### src/pkg/cgr_pkg.sv
// cgr_pkg: constants and types for the clock generator control register bank.
// assumes an 8-bit register space reached over a two-wire serial bus.
package cgr_pkg;

  // serial bus addresses, write and read
  localparam logic [7:0] SMB_ADDR_WR = 8'hD2;
  localparam logic [7:0] SMB_ADDR_RD = 8'hD3;

  // register indices
  localparam logic [7:0] REG_PLL_DIV_EN  = 8'h00;
  localparam logic [7:0] REG_SPREAD_CTL  = 8'h01;
  localparam logic [7:0] REG_OUT_BUF_EN  = 8'h02;
  localparam logic [7:0] REG_OUT_MISC    = 8'h03;
  localparam logic [7:0] REG_SPREAD_HIGH = 8'h14;
  localparam logic [7:0] REG_CPU_DIV_EXT = 8'h15;
  localparam logic [7:0] REG_PNL_DIV_EXT = 8'h16;

  // reset values
  localparam logic [7:0] R0_RST  = 8'hEF;
  localparam logic [7:0] R1_RST  = 8'hC0;
  localparam logic [7:0] R2_RST  = 8'hFF;
  localparam logic [7:0] R3_RST  = 8'h30;
  localparam logic [7:0] R20_RST = 8'h00;
  localparam logic [7:0] R21_RST = 8'h00;
  localparam logic [7:0] R22_RST = 8'h00;
  localparam logic [7:0] CNT_RST = 8'h07;

  // writable bits; the rest are reserved and read zero
  localparam logic [7:0] R0_MASK  = 8'hEF;
  localparam logic [7:0] R1_MASK  = 8'hF8;
  localparam logic [7:0] R2_MASK  = 8'hFF;
  localparam logic [7:0] R3_MASK  = 8'h3F;
  localparam logic [7:0] R20_MASK = 8'hFF;
  localparam logic [7:0] R21_MASK = 8'hC0;
  localparam logic [7:0] R22_MASK = 8'hC0;

  // field positions
  localparam int B0_HOST_PLL   = 7;
  localparam int B0_PIXEL_PLL  = 6;
  localparam int B0_PANEL_PLL  = 5;
  localparam int B0_CPU_DIV    = 3;
  localparam int B0_PERIPH_DIV = 2;
  localparam int B0_PANEL_DIV  = 1;
  localparam int B0_PIXEL_DIV  = 0;
  localparam int B1_HOST_SS    = 7;
  localparam int B1_PANEL_SS   = 6;
  localparam int B1_SEL_LSB    = 3;
  localparam int B2_PIXEL_BUF  = 1;
  localparam int B2_PANEL_BUF  = 0;
  localparam int B3_REF_EN     = 5;
  localparam int B3_EDGE_LSB   = 3;
  localparam int B3_CPU0_STOP  = 2;

  typedef enum logic [2:0] {
    ST_IDLE = 3'b000,
    ST_RECV = 3'b001,
    ST_ACK  = 3'b010,
    ST_SEND = 3'b011,
    ST_HACK = 3'b100
  } cgr_state_t;

  typedef enum logic [1:0] {
    PH_ADDR  = 2'b00,
    PH_INDEX = 2'b01,
    PH_COUNT = 2'b10,
    PH_DATA  = 2'b11
  } cgr_phase_t;

  // panel spread select codes: down spreads then centre spreads
  typedef enum logic [2:0] {
    SPR_DOWN_0P5    = 3'b000,
    SPR_DOWN_1P0    = 3'b001,
    SPR_DOWN_2P0    = 3'b010,
    SPR_DOWN_2P5    = 3'b011,
    SPR_CENTRE_0P25 = 3'b100,
    SPR_CENTRE_0P5  = 3'b101,
    SPR_CENTRE_1P0  = 3'b110,
    SPR_CENTRE_1P25 = 3'b111
  } cgr_spread_t;

  typedef enum logic [1:0] {
    EDGE_SLOW   = 2'b00,
    EDGE_MEDIUM = 2'b01,
    EDGE_FAST   = 2'b10,
    EDGE_RSVD   = 2'b11
  } cgr_edge_t;

endpackage : cgr_pkg

### src/design/cgr_sync.sv
// cgr_sync: two-flop synchroniser for a group of asynchronous pins, with a
// third stage so the caller can detect edges without touching the first flop.
// assumes every bit is a slow level or a bus line far slower than i_clk.
`timescale 1ns/1ps
module cgr_sync #(
  parameter int W = 1
) (
  input  wire logic         i_clk,
  input  wire logic         i_rst,
  input  wire logic [W-1:0] i_async,
  output logic      [W-1:0] o_level,
  output logic      [W-1:0] o_prev
);
  logic [W-1:0] meta_reg;
  logic [W-1:0] stab_reg;
  logic [W-1:0] prev_reg;

  // first stage feeds only the second stage
  always_ff @(posedge i_clk or posedge i_rst) begin
    if (i_rst) begin
      meta_reg <= '0;
      stab_reg <= '0;
      prev_reg <= '0;
    end else begin
      meta_reg <= i_async;
      stab_reg <= meta_reg;
      prev_reg <= stab_reg;
    end
  end

  assign o_level = stab_reg;
  assign o_prev  = prev_reg;

endmodule : cgr_sync

### src/design/cgr_regs.sv
// cgr_regs: control register bank of a multi-output clock generator,
// written and read over a two-wire serial bus with block transfers.
// assumes bus pins, power-good, halt and test straps are asynchronous.
// Contract
// RL1: byte0 bit7 enables host pll
// RL2: byte0 bit6 enables pixel pll
// RL3: byte0 bit5 enables panel pll
// RL4: cpu divider cleared when host pll off
// RL5: peripheral divider cleared when host pll off
// RL6: panel divider cleared when panel pll off
// RL7: pixel divider cleared when pixel pll off
// RL8: byte1 bit7 enables host fixed spread
// RL9: byte1 bit6 enables panel spread
// RL10: panel spread select applies only when enabled
// RL11: select codes map down then centre spreads
// RL12: byte2 enables cpu and peripheral buffers
// RL13: byte2 enables pixel and panel buffers
// RL14: byte3 enables reference buffer, reserved zero
// RL15: byte3 picks reference edge rate
// RL16: stoppable cpu outputs halt on halt input
// RL17: byte20 holds high spread word bits
// RL18: byte21 holds cpu feedback divider top
// RL19: byte22 holds panel feedback divider top
// RL20: test mode latched at power up only
// RL21: test output select chooses hiz or ref
// RL22: block write and read at fixed addresses
// RL23: reserved bits ignore writes, read zero
// RL24: power down resets, enables apply when idle
`timescale 1ns/1ps
module cgr_regs
  import cgr_pkg::*;
(
  input  wire logic       I_CLK,
  input  wire logic       I_SYS_RST,
  input  wire logic       I_SMB_SCL,
  input  wire logic       I_SMB_SDA,
  input  wire logic       I_POWER_GOOD_POWERDOWN,
  input  wire logic       I_CPU_CLOCK_HALT_N,
  input  wire logic       I_TEST_SEL,
  input  wire logic       I_TEST_OUTPUT_SEL,
  output logic            O_SMB_SDA_OUT,
  output logic            O_SMB_SDA_OE,
  output logic            O_HOST_PLL_EN,
  output logic            O_PIXEL_PLL_EN,
  output logic            O_PANEL_PLL_EN,
  output logic            O_CPU_DIV_EN,
  output logic            O_PERIPH_DIV_EN,
  output logic            O_PANEL_DIV_EN,
  output logic            O_PIXEL_DIV_EN,
  output logic            O_HOST_SPREAD_EN,
  output logic            O_PANEL_SPREAD_EN,
  output logic [2:0]      O_PANEL_SPREAD_SELECT,
  output logic            O_PANEL_SPREAD_CENTRE,
  output logic [2:0]      O_CPU_OUT_EN,
  output logic [2:0]      O_PERIPH_OUT_EN,
  output logic            O_PIXEL_OUT_EN,
  output logic            O_PANEL_OUT_EN,
  output logic            O_REF_OUT_EN,
  output logic [1:0]      O_REF_EDGE_RATE,
  output logic [7:0]      O_PANEL_SPREAD_WORD_HIGH,
  output logic [1:0]      O_CPU_FEEDBACK_DIV_HIGH,
  output logic [1:0]      O_PANEL_FEEDBACK_DIV_HIGH,
  output logic            O_TEST_MODE,
  output logic            O_TEST_HIZ,
  output logic            O_TEST_REF_DIV
);

  logic [5:0]  sync_lvl;
  logic [5:0]  sync_prv;
  cgr_state_t  state_reg,  state_next;
  cgr_phase_t  phase_reg,  phase_next;
  logic [3:0]  bit_cnt_reg, bit_cnt_next;
  logic        rw_reg,     rw_next;
  logic [7:0]  shift_reg,  shift_next;
  logic [7:0]  tx_reg,     tx_next;
  logic [7:0]  idx_reg,    idx_next;
  logic [7:0]  cnt_reg,    cnt_next;
  logic        sda_oe_reg, sda_oe_next;
  logic [7:0]  r0_reg, r1_reg, r2_reg, r3_reg;
  logic [7:0]  r20_reg, r21_reg, r22_reg;
  logic [7:0]  a0_reg, a1_reg, a2_reg, a3_reg;
  logic [1:0]  strap_cnt_reg;
  logic        test_mode_reg;

  // all bus, power-good, halt and test pins pass two flops before use
  cgr_sync #(.W(6)) u_sync (
    .i_clk   (I_CLK),
    .i_rst   (I_SYS_RST),
    .i_async ({I_TEST_OUTPUT_SEL, I_TEST_SEL, I_CPU_CLOCK_HALT_N,
               I_POWER_GOOD_POWERDOWN, I_SMB_SDA, I_SMB_SCL}),
    .o_level (sync_lvl),
    .o_prev  (sync_prv)
  );

  // bus line conditions from synchronised samples
  wire scl_s      = sync_lvl[0];
  wire sda_s      = sync_lvl[1];
  wire pd_s       = sync_lvl[2];
  wire halt_on    = ~sync_lvl[3];
  wire tsel_s     = sync_lvl[4];
  wire tout_s     = sync_lvl[5];
  wire scl_rise   = scl_s & ~sync_prv[0];
  wire scl_fall   = ~scl_s & sync_prv[0];
  wire start_det  = scl_s & sync_prv[0] & sync_prv[1] & ~sda_s;
  wire stop_det   = scl_s & sync_prv[0] & ~sync_prv[1] & sda_s;
  wire byte_full  = (bit_cnt_reg == 4'h8);
  wire addr_hit   = (shift_reg == SMB_ADDR_WR) || (shift_reg == SMB_ADDR_RD);
  wire byte_done  = (state_reg == ST_RECV) && scl_fall && byte_full;
  wire wr_en      = byte_done && (phase_reg == PH_DATA) && !pd_s && !stop_det
                    && !start_det;

  // register read selection; unmapped indices read zero
  wire [7:0] rd_byte = (idx_reg == REG_PLL_DIV_EN)  ? r0_reg  :
                       (idx_reg == REG_SPREAD_CTL)  ? r1_reg  :
                       (idx_reg == REG_OUT_BUF_EN)  ? r2_reg  :
                       (idx_reg == REG_OUT_MISC)    ? r3_reg  :
                       (idx_reg == REG_SPREAD_HIGH) ? r20_reg :
                       (idx_reg == REG_CPU_DIV_EXT) ? r21_reg :
                       (idx_reg == REG_PNL_DIV_EXT) ? r22_reg : 8'h00;

  // pll byte cleanup, shared by the write path
  function automatic logic [7:0] cgr_fix_pll(input logic [7:0] v);
    logic [7:0] f;
    f = v & R0_MASK;
    // RL5: host pll clears dividers
    if (!f[B0_HOST_PLL]) begin
      f[B0_CPU_DIV]    = 1'b0;
      f[B0_PERIPH_DIV] = 1'b0;
    end
    // RL6: panel pll clears divider
    if (!f[B0_PANEL_PLL]) begin
      f[B0_PANEL_DIV] = 1'b0;
    end
    // RL7: pixel pll clears divider
    if (!f[B0_PIXEL_PLL]) begin
      f[B0_PIXEL_DIV] = 1'b0;
    end
    return f;
  endfunction : cgr_fix_pll

  // byte level protocol engine
  // RL22: address, index, count, data sequence
  always_comb begin
    state_next   = state_reg;
    phase_next   = phase_reg;
    bit_cnt_next = bit_cnt_reg;
    rw_next      = rw_reg;
    shift_next   = shift_reg;
    tx_next      = tx_reg;
    idx_next     = idx_reg;
    cnt_next     = cnt_reg;
    sda_oe_next  = sda_oe_reg;
    if (pd_s || stop_det) begin
      state_next  = ST_IDLE;
      sda_oe_next = 1'b0;
    end else if (start_det) begin
      state_next   = ST_RECV;
      phase_next   = PH_ADDR;
      bit_cnt_next = 4'h0;
      sda_oe_next  = 1'b0;
    end else begin
      unique case (state_reg)
        ST_IDLE: begin
        end
        ST_RECV: begin
          if (scl_rise && !byte_full) begin
            shift_next   = {shift_reg[6:0], sda_s};
            bit_cnt_next = bit_cnt_reg + 4'h1;
          end else if (byte_done) begin
            // foreign address: stay off the bus until the next start
            if (phase_reg == PH_ADDR && !addr_hit) begin
              state_next = ST_IDLE;
            end else begin
              state_next  = ST_ACK;
              sda_oe_next = 1'b1;
            end
            if (phase_reg == PH_ADDR) rw_next = shift_reg[0];
            if (phase_reg == PH_INDEX) idx_next = shift_reg;
            if (phase_reg == PH_COUNT) cnt_next = shift_reg;
            if (phase_reg == PH_DATA) idx_next = idx_reg + 8'h01;
          end
        end
        ST_ACK: begin
          if (scl_fall) begin
            bit_cnt_next = 4'h0;
            if (rw_reg && phase_reg == PH_ADDR) begin
              // read opens with the byte count
              state_next  = ST_SEND;
              tx_next     = cnt_reg;
              sda_oe_next = ~cnt_reg[7];
            end else begin
              state_next  = ST_RECV;
              sda_oe_next = 1'b0;
              phase_next  = (phase_reg == PH_ADDR)  ? PH_INDEX :
                            (phase_reg == PH_INDEX) ? PH_COUNT : PH_DATA;
            end
          end
        end
        ST_SEND: begin
          if (scl_fall) begin
            if (bit_cnt_reg == 4'h7) begin
              state_next  = ST_HACK;
              sda_oe_next = 1'b0;
            end else begin
              tx_next      = {tx_reg[6:0], 1'b0};
              sda_oe_next  = ~tx_reg[6];
              bit_cnt_next = bit_cnt_reg + 4'h1;
            end
          end
        end
        ST_HACK: begin
          if (scl_rise && sda_s) begin
            state_next = ST_IDLE; // host not-acknowledge ends the read
          end else if (scl_fall) begin
            state_next   = ST_SEND;
            bit_cnt_next = 4'h0;
            tx_next      = rd_byte;
            sda_oe_next  = ~rd_byte[7];
            idx_next     = idx_reg + 8'h01;
          end
        end
        default: begin
          state_next = ST_IDLE;
        end
      endcase
    end
  end

  // protocol state flops
  always_ff @(posedge I_CLK or posedge I_SYS_RST) begin
    if (I_SYS_RST) begin
      state_reg   <= ST_IDLE;
      phase_reg   <= PH_ADDR;
      bit_cnt_reg <= 4'h0;
      rw_reg      <= 1'b0;
      shift_reg   <= 8'h00;
      tx_reg      <= 8'h00;
      idx_reg     <= 8'h00;
      cnt_reg     <= CNT_RST;
      sda_oe_reg  <= 1'b0;
    end else begin
      state_reg   <= state_next;
      phase_reg   <= phase_next;
      bit_cnt_reg <= bit_cnt_next;
      rw_reg      <= rw_next;
      shift_reg   <= shift_next;
      tx_reg      <= tx_next;
      idx_reg     <= idx_next;
      cnt_reg     <= cnt_next;
      sda_oe_reg  <= sda_oe_next;
    end
  end

  // register file, defaults restored while power is reported down
  // RL24: power down restores defaults
  // RL23: masked writes keep reserved zero
  always_ff @(posedge I_CLK or posedge I_SYS_RST) begin
    if (I_SYS_RST) begin
      r0_reg  <= R0_RST;
      r1_reg  <= R1_RST;
      r2_reg  <= R2_RST;
      r3_reg  <= R3_RST;
      r20_reg <= R20_RST;
      r21_reg <= R21_RST;
      r22_reg <= R22_RST;
    end else if (pd_s) begin
      r0_reg  <= R0_RST;
      r1_reg  <= R1_RST;
      r2_reg  <= R2_RST;
      r3_reg  <= R3_RST;
      r20_reg <= R20_RST;
      r21_reg <= R21_RST;
      r22_reg <= R22_RST;
    end else if (wr_en) begin
      // RL4: divider enables follow their pll
      if (idx_reg == REG_PLL_DIV_EN)  r0_reg  <= cgr_fix_pll(shift_reg);
      if (idx_reg == REG_SPREAD_CTL)  r1_reg  <= shift_reg & R1_MASK;
      if (idx_reg == REG_OUT_BUF_EN)  r2_reg  <= shift_reg & R2_MASK;
      if (idx_reg == REG_OUT_MISC)    r3_reg  <= shift_reg & R3_MASK;
      // RL17: high spread word storage
      if (idx_reg == REG_SPREAD_HIGH) r20_reg <= shift_reg & R20_MASK;
      // RL18: divider extension bits kept
      if (idx_reg == REG_CPU_DIV_EXT) r21_reg <= shift_reg & R21_MASK;
      if (idx_reg == REG_PNL_DIV_EXT) r22_reg <= shift_reg & R22_MASK;
    end
  end

  // applied copies move only with the bus idle, so a block write lands
  // as one step instead of glitching enables byte by byte
  // RL24: enables change only when idle
  always_ff @(posedge I_CLK or posedge I_SYS_RST) begin
    if (I_SYS_RST) begin
      a0_reg <= R0_RST;
      a1_reg <= R1_RST;
      a2_reg <= R2_RST;
      a3_reg <= R3_RST;
    end else if (state_reg == ST_IDLE) begin
      a0_reg <= r0_reg;
      a1_reg <= r1_reg;
      a2_reg <= r2_reg;
      a3_reg <= r3_reg;
    end
  end

  // test strap caught once, on the third clock after release once synchronised
  // RL20: latch strap, only reset clears
  always_ff @(posedge I_CLK or posedge I_SYS_RST) begin
    if (I_SYS_RST) begin
      strap_cnt_reg <= 2'h0;
      test_mode_reg <= 1'b0;
    end else if (strap_cnt_reg != 2'h3) begin
      strap_cnt_reg <= strap_cnt_reg + 2'h1;
      if (strap_cnt_reg == 2'h2) test_mode_reg <= tsel_s;
    end
  end

  // per-output enables; halt acts at once, not waiting for idle
  wire [2:0] cpu_buf  = {a2_reg[5], a2_reg[6], a2_reg[7]};
  wire [2:0] cpu_stop = {a3_reg[B3_CPU0_STOP-2], a3_reg[B3_CPU0_STOP-1],
                         a3_reg[B3_CPU0_STOP]};
  wire [2:0] sel_raw  = a1_reg[B1_SEL_LSB +: 3];

  // output flops
  // RL1: pll and divider enables out
  always_ff @(posedge I_CLK or posedge I_SYS_RST) begin
    if (I_SYS_RST) begin
      O_SMB_SDA_OUT             <= 1'b0;
      O_SMB_SDA_OE              <= 1'b0;
      O_HOST_PLL_EN             <= 1'b0;
      O_PIXEL_PLL_EN            <= 1'b0;
      O_PANEL_PLL_EN            <= 1'b0;
      O_CPU_DIV_EN              <= 1'b0;
      O_PERIPH_DIV_EN           <= 1'b0;
      O_PANEL_DIV_EN            <= 1'b0;
      O_PIXEL_DIV_EN            <= 1'b0;
      O_HOST_SPREAD_EN          <= 1'b0;
      O_PANEL_SPREAD_EN         <= 1'b0;
      O_PANEL_SPREAD_SELECT     <= 3'h0;
      O_PANEL_SPREAD_CENTRE     <= 1'b0;
      O_CPU_OUT_EN              <= 3'h0;
      O_PERIPH_OUT_EN           <= 3'h0;
      O_PIXEL_OUT_EN            <= 1'b0;
      O_PANEL_OUT_EN            <= 1'b0;
      O_REF_OUT_EN              <= 1'b0;
      O_REF_EDGE_RATE           <= 2'h0;
      O_PANEL_SPREAD_WORD_HIGH  <= 8'h00;
      O_CPU_FEEDBACK_DIV_HIGH   <= 2'h0;
      O_PANEL_FEEDBACK_DIV_HIGH <= 2'h0;
      O_TEST_MODE               <= 1'b0;
      O_TEST_HIZ                <= 1'b0;
      O_TEST_REF_DIV            <= 1'b0;
    end else begin
      O_SMB_SDA_OUT             <= 1'b0; // open drain: only ever pulls low
      O_SMB_SDA_OE              <= sda_oe_reg;
      O_HOST_PLL_EN             <= a0_reg[B0_HOST_PLL];
      // RL2: pixel pll enable
      O_PIXEL_PLL_EN            <= a0_reg[B0_PIXEL_PLL];
      // RL3: panel pll enable
      O_PANEL_PLL_EN            <= a0_reg[B0_PANEL_PLL];
      O_CPU_DIV_EN              <= a0_reg[B0_CPU_DIV];
      O_PERIPH_DIV_EN           <= a0_reg[B0_PERIPH_DIV];
      O_PANEL_DIV_EN            <= a0_reg[B0_PANEL_DIV];
      O_PIXEL_DIV_EN            <= a0_reg[B0_PIXEL_DIV];
      // RL8: host spread fixed down spread
      O_HOST_SPREAD_EN          <= a1_reg[B1_HOST_SS];
      // RL9: panel spread enable
      O_PANEL_SPREAD_EN         <= a1_reg[B1_PANEL_SS];
      // RL10: select gated by spread enable
      O_PANEL_SPREAD_SELECT     <= a1_reg[B1_PANEL_SS] ? sel_raw : 3'h0;
      // RL11: codes from four up are centre
      O_PANEL_SPREAD_CENTRE     <= a1_reg[B1_PANEL_SS] && (sel_raw >= SPR_CENTRE_0P25);
      // RL16: stoppable outputs follow halt
      O_CPU_OUT_EN              <= cpu_buf & ~(cpu_stop & {3{halt_on}});
      // RL12: peripheral buffer enables
      O_PERIPH_OUT_EN           <= {a2_reg[2], a2_reg[3], a2_reg[4]};
      // RL13: pixel and panel buffers
      O_PIXEL_OUT_EN            <= a2_reg[B2_PIXEL_BUF];
      O_PANEL_OUT_EN            <= a2_reg[B2_PANEL_BUF];
      // RL14: reference buffer enable
      O_REF_OUT_EN              <= a3_reg[B3_REF_EN];
      // RL15: reference edge rate field
      O_REF_EDGE_RATE           <= a3_reg[B3_EDGE_LSB +: 2];
      O_PANEL_SPREAD_WORD_HIGH  <= r20_reg;
      O_CPU_FEEDBACK_DIV_HIGH   <= r21_reg[7:6];
      // RL19: panel divider extension out
      O_PANEL_FEEDBACK_DIV_HIGH <= r22_reg[7:6];
      O_TEST_MODE               <= test_mode_reg;
      // RL21: live test output choice
      O_TEST_HIZ                <= test_mode_reg && !tout_s;
      O_TEST_REF_DIV            <= test_mode_reg && tout_s;
    end
  end
endmodule : cgr_regs

### config.mk
export PLATFORM = sky130hd
export DESIGN_NAME = cgr_regs
export DESIGN_NICKNAME = d
export VERILOG_FILES = /design/src/pkg/cgr_pkg.sv /design/src/design/cgr_sync.sv /design/src/design/cgr_regs.sv
export SDC_FILE = /design/constraint.sdc
export NUM_CORES = 1
export LEC_CHECK = 0
export ABC_AREA = 1
export ABC_CLOCK_PERIOD_IN_PS = 6600
export BUFFER_PORTS_ARGS = -buffer_cell sky130_fd_sc_hd__clkbuf_2
export CAP_MARGIN = 30
export CORE_UTILIZATION = 60
export CTS_BUF_LIST = sky130_fd_sc_hd__clkbuf_4 sky130_fd_sc_hd__clkbuf_8 sky130_fd_sc_hd__clkbuf_16
export CTS_CLUSTER_SIZE = 28
export DETAILED_ROUTE_END_ITERATION = 6
export GPL_TIMING_DRIVEN = 0
export PLACE_DENSITY = 0.76
export SLEW_MARGIN = 30
export SYNTH_ARGS = -nofsm -noshare
export SYNTH_HDL_FRONTEND = slang
export SYNTH_SLANG_ARGS = --single-unit
### constraint.sdc
create_clock -name I_CLK -period 6.6 [get_ports I_CLK]
set_clock_uncertainty 0.2 [all_clocks]
set_input_delay 0.33 -clock I_CLK [delete_from_list [all_inputs] [get_ports I_CLK]]
set_output_delay 0.33 -clock I_CLK [all_outputs]
set_load 0.02 [all_outputs]
---- After elaboration in Yosys (flattened, before gate mapping) ----
Index checks and enable logic that the tools add are counted.
word-level totals
  flip-flop bits (word level) ............. 185
  input bits .............................. 8
operators by class
  $add $sub $neg .......................... 3
  $lt $le $gt $ge ......................... 1
  equal/unequal tests ..................... 43
  mux-type cells .......................... 83
  bitwise gates (word level) .............. 21
  reductions and logical operators ........ 55
operators by type and width
  kind                                            number
  two-way mux 8 bit                               34
  two-way mux 7 bit                               6
  two-way mux 3 bit                               10
  inequality test 4 bit (second input constant)   7
  == test 8 x 5 -> 1 bit (second input constant)  3
  two-way mux 4 bit                               6
  nonzero test 2 bit                              11
  one-hot mux 7 bit (3 select lines)              1
  inequality test 2 bit (second input constant)   10
  AND reduction 6 bit                             3
  == test 8 x 2 -> 1 bit (second input constant)  2
  == test 8 bit (second input constant)           2
  two-way mux 2 bit                               8
  one-hot mux 4 bit (4 select lines)              1
  one-hot mux 8 bit (2 select lines)              1
  AND reduction 2 bit                             8
  AND reduction 8 bit                             2
  one-hot mux 3 bit (5 select lines)              1
  two-way mux 1 bit                               14
  logical AND 1 bit                               13
  inequality test 3 bit (second input constant)   4
  inverter 1 bit                                  11
  AND reduction 9 bit                             1
  adder 8 x 1 -> 8 bit (second input constant)    1
  29 further kinds                                46

---- Longest topological paths before layout ----
  depth after elaboration ................. 14
  gate-level depth with buffers ........... 14
  gate-level depth less buffers ........... 14

---- Hierarchy ----
From an unflattened synthesis, not the netlist that was laid out.
second synthesis, totals
  cells, all modules ...................... 728
  area total of the unflattened synthesis .. 7063.0 µm²
modules (own cells, without submodules)
  module    instances  cells an instance  area each (µm²)  seq. area each (µm²)
  cgr_regs  1          709                6608.8           3754.9
  cgr_sync  1          19                 454.2            450.4

---- Worst setup path after synthesis ----
No wires, ideal clock.
  kind .................................... register -> register
  start ................................... register bit_cnt_reg[0]
  end ..................................... register r20_reg[1]
  arrival ................................. 1644 ps
  required time ........................... 6281 ps
  path slack .............................. 4637 ps
  cell stages (with the launch flop) ...... 11
  path buffers ............................ 1
  clock period less this slack ............ 1963 ps
  cells stage by stage .................... dfrtp_1 inv_1 ha_1 nand3_1 nor2_1 nand2_2 nor3_4 a21oi_4 buf_6 nand2_1 o21ai_2
between the ends
  word-level cells in the longest chain between the ends .. 8
ends and longest elaborated chain
  what                            line             text
  start: declaration              cgr_regs.sv:72   logic [3:0] bit_cnt_reg, bit_cnt_next;
  start signal: assignment        cgr_regs.sv:244  bit_cnt_reg <= bit_cnt_next;
  == test 4 bit                   cgr_regs.sv:106  wire byte_full = (bit_cnt_reg == 4'h8);
  logical AND 1 bit               cgr_regs.sv:108  wire byte_done = (state_reg == ST_RECV) && scl_fall && byte_full;
  logical AND 1 bit (3 in a row)  cgr_regs.sv:109  wire wr_en = byte_done && (phase_reg == PH_DATA) && !pd_s && !stop_det
  logical AND 1 bit               cgr_regs.sv:110  && !start_det;
  nonzero test 2 bit (no line)    n/a
  AND reduction 2 bit (no line)   n/a
  end signal: assignment          cgr_regs.sv:281  if (idx_reg == REG_SPREAD_HIGH) r20_reg <= shift_reg & R20_MASK;
  end: declaration                cgr_regs.sv:80   logic [7:0] r20_reg, r21_reg, r22_reg;
No other way between the ends.
A chain may end at the register's enable or synchronous reset.

---- Final worst setup path ----
  start ................................... register bit_cnt_reg[0]
  end ..................................... register r0_reg[1]
between the ends
  word-level cells in the longest chain between the ends .. 8
ends and longest elaborated chain
  what                            line             text
  == test 4 bit                   cgr_regs.sv:106
  logical AND 1 bit               cgr_regs.sv:108
  logical AND 1 bit (3 in a row)  cgr_regs.sv:109
  logical AND 1 bit               cgr_regs.sv:110
  nonzero test 2 bit (no line)    n/a
  AND reduction 2 bit (no line)   n/a
  end signal: assignment          cgr_regs.sv:276  if (idx_reg == REG_PLL_DIV_EN) r0_reg <= cgr_fix_pll(shift_reg);
  end: declaration                cgr_regs.sv:79   logic [7:0] r0_reg, r1_reg, r2_reg, r3_reg;
No other way between the ends.

==> impl_metrics.py <==
metrics = {
    "status": {
        "status": "finished clean",
    },
    "logic_synthesis": {
        "synth-seq-area-share": 0.591,
        "syn_area_um2": 6950,
        "yosysUniqueCellTypes": 43,
        "synth_edf_count": 0,
        "synth_ff_type": "dfrtp_1",
        "yosysWarnings": 0,
        "synthArstFlopShare": 1.00,
        "synth_area_per_cell_um2": 9.43,
        "synth_fp_nets": 753,
        "syn_inst": 737,
        "synth-seq-cells": 162,
    },
    "die": {
        "dieHeight_um": 110,
        "die_area_um2": 12000,
        "dieWidth_um": 110,
        "core_area_um2": 11100,
        "start_util": 0.627,
        "rows": 38,
        "io-pin-count": 49,
    },
    "sta": {
        "slew_viol_final": 0,
        "rsz0062_at_grt": "false",
        "setup_tns_ns": 0,
        "setup_ws_ns": 4.27,
        "whs_ns": 0.149,
        "setup_violations": 0,
        "fin_crit_ns": 2.33,
        "slew_headroom": 0.636,
        "hold_viol": 0,
        "tightest_slew_ns": 0.545,
        "fmax_ghz": 0.428,
        "period_share": 0.354,
    },
    "hold_path": {
        "min_path_type": "flop to flop",
        "hp-start": "u_sync.meta_reg[1]$_DFF_PP0_",
        "hold_path_end": "u_sync.o_level[1]$_DFF_PP0_",
        "whs_path_depth": 0,
    },
    "clock_tree": {
        "cts_tree": "done",
        "cts.repair.resized": 0,
        "cts_setup_buffers": 0,
        "numCtsBuffers": 17,
        "ctsRootBufferMaster": "clkbuf_16",
        "path_clk_slew_ns": 0.06,
        "clock-sinks": 162,
        "clock_path_buffers": 2,
        "htreeDepth": 4,
        "clock_latency_ns": 0.42,
    },
    "drt": {
        "wirelength_um": 15000,
        "postRouteAntennaNets": 0,
        "dr.pass1.iters": 5,
        "via_count": 5307,
        "drt-wirelength-per-cell_um": 15.5,
        "drt_iter0_drc": 427,
        "vias_per_cell": 5.51,
        "drc_errors": 0,
    },
    "critical_path": {
        "critPathCaptureType": "flop",
        "max_stage_delay_ns": 0.44,
        "cp_slowest_cell": "nor3_4",
        "r2r_start": "bit_cnt_reg[0]$_DFFE_PP0P_",
        "crit_arrival_ns": 2.48,
        "path_common_cell": "nor2_1",
        "critPathKind": "flop to flop",
        "crit_path_start_kind": "flop",
        "cp_cell_sequence": "inv_1 -> ha_1 -> nand3_1 -> nor2_1 -> nand2_2 -> nor3_4 -> a21oi_2 -> nor2_1 -> nand2_1 -> o21ai_0",
        "rrSetupSlack_ns": 4.27,
        "critPathRequiredTime_ns": 6.75,
        "reg2reg_to": "r0_reg[1]$_DFFE_PP1P_",
        "ff2ff_path_depth": 10,
        "setup.worst_path.start": "bit_cnt_reg[0]$_DFFE_PP0P_",
        "path_max_fanout": 7,
    },
    "grt": {
        "track_usage": 0.278,
        "first_global_vias": 5084,
        "grt_pass1_wl_um": 24800,
        "grt_overflow_total": 0,
        "antenna_found_initial": 0,
        "grt_max_degree": 89,
    },
    "run": {
        "max_cap_viol_count": 0,
    },
    "power_and_ir_drop": {
        "power_density_nw_per_um2": 272,
        "leakage_nw": 3.90,
        "peakVddDrop_uv": 269,
    },
    "placement": {
        "finalWeightedCongestion": 0.979,
        "place_ws_ns": 4.27,
        "numPortBuffers": 47,
        "dp_hpwl_um": 10600,
    },
    "cells_and_area": {
        "insertedDiodeCount": 0,
        "nets": 827,
        "drive_above_1_share": 0.220,
        "syn2layout_area_growth_pct": 15.9,
    },
}
final cells by class:
type,count,area (µm²)
sequential,162,4110
clock inverter,12,133
timing repair buffer,55,333
tap,140,175
inverter,85,327
fill,820,3030
buffer,18,108
clock buffer,20,454
multi-input combinational,472,2420
routing by layer:
layer  wire (µm)  up-vias  GRT usage
met3         649       26     0.0451
li1            -     2541          -
met1        6480     2593      0.357
met5           0        -          0
met4         337        0      0.113
met2        7500      147      0.470
kinds of logic (layout without fill, tap and decap cells):
kind of cell | after synthesis | after routing | share of synthesized area
simple gates | 291 | 291 | 0.178
flops | 162 | 162 | 0.591
compound gates | 159 | 159 | 0.136
buf+inv | 103 | 190 | 0.0614
fa+ha+maj | 8 | 8 | 0.0144
mux | 8 | 8 | 0.0130
xor+xnor | 5 | 5 | 0.00630
other cells | 1 | 1 | 0.000540
placed cells by master, fill, tap and decap left out, types with 8 or more instances in the layout:
cell / n
o22ai_1: 9
o21ai_2: 15
inv_1: 82
clkbuf_2: 47
mux2_2: 8
nand2_1: 185
a21oi_1: 33
nand3_1: 27
dfstp_2: 41
o21ai_0: 71
nor2_1: 55
clkbuf_16: 17
dfrtp_1: 121
ha_1: 8
buf_2: 8
power breakdown:
| part | switching (mW) | total, mW | internal [mW] |
|---|---|---|---|
| registers | 0.0267 | 1.08 | 1.05 |
| clock network | 0.388 | 0.963 | 0.575 |
| logic | 0.101 | 0.148 | 0.0468 |
worst max-delay path: cells and delay by family, from the launching register on:
kind / cells / cell delay [ns]
adders and majority gates: 1 / 0.15
DFF: 1 / 0.41
buffers and inverters: 1 / 0.09
and+or+nand+nor: 6 / 1.13
AOI/OAI and AO/OA: 2 / 0.26
synth_stat cells (5+ instances only):
cell,number,area (µm²)
nand2_1,185,694
dfrtp_1,121,3030
inv_1,83,312
o21ai_0,71,355
nor2_1,55,206
dfstp_2,41,1080
a21oi_1,33,165
nand3_1,27,135
o21ai_2,15,131
o22ai_1,9,56.3
buf_2,8,40.0
ha_1,8,100
mux2_2,8,90.1
clkbuf_1,5,18.8
o211ai_1,5,37.5
o21ai_1,5,25.0
how the worst max path moves through the flow:
stage                                 end  slack (ns)  cells after the start
6_report            r0_reg[1]$_DFFE_PP1P_        4.27                     10
5_1_grt            r21_reg[6]$_DFFE_PP0P_        4.14                      9
4_1_cts             r0_reg[1]$_DFFE_PP1P_        4.25                     10
2_1_floorplan      O_CPU_DIV_EN$_DFF_PP0_        1.76                      1
3_3_place_gp   bit_cnt_reg[1]$_DFFE_PP0P_        0.45                      2
3_5_place_dp        r0_reg[1]$_DFFE_PP1P_        4.27                     10
through the flow:
step	total power, mW	utilization	cells	instance area, µm²
final	2.19	0.727	964	8050
after global routing	2.27	0.727	964	8050
after CTS	2.20	0.727	964	8050
after detailed placement	1.24	0.667	925	7390
after global placement	1.23	0.664	924	7360
after floorplan	1.19	-	737	6950
timing repair:
item	in CTS	in global routing
endpoints found under the hold margin	66	0
setup endpoints to repair	0	0
hold buffers	7	0
Note: power is estimated with default switching activity, not from simulation.
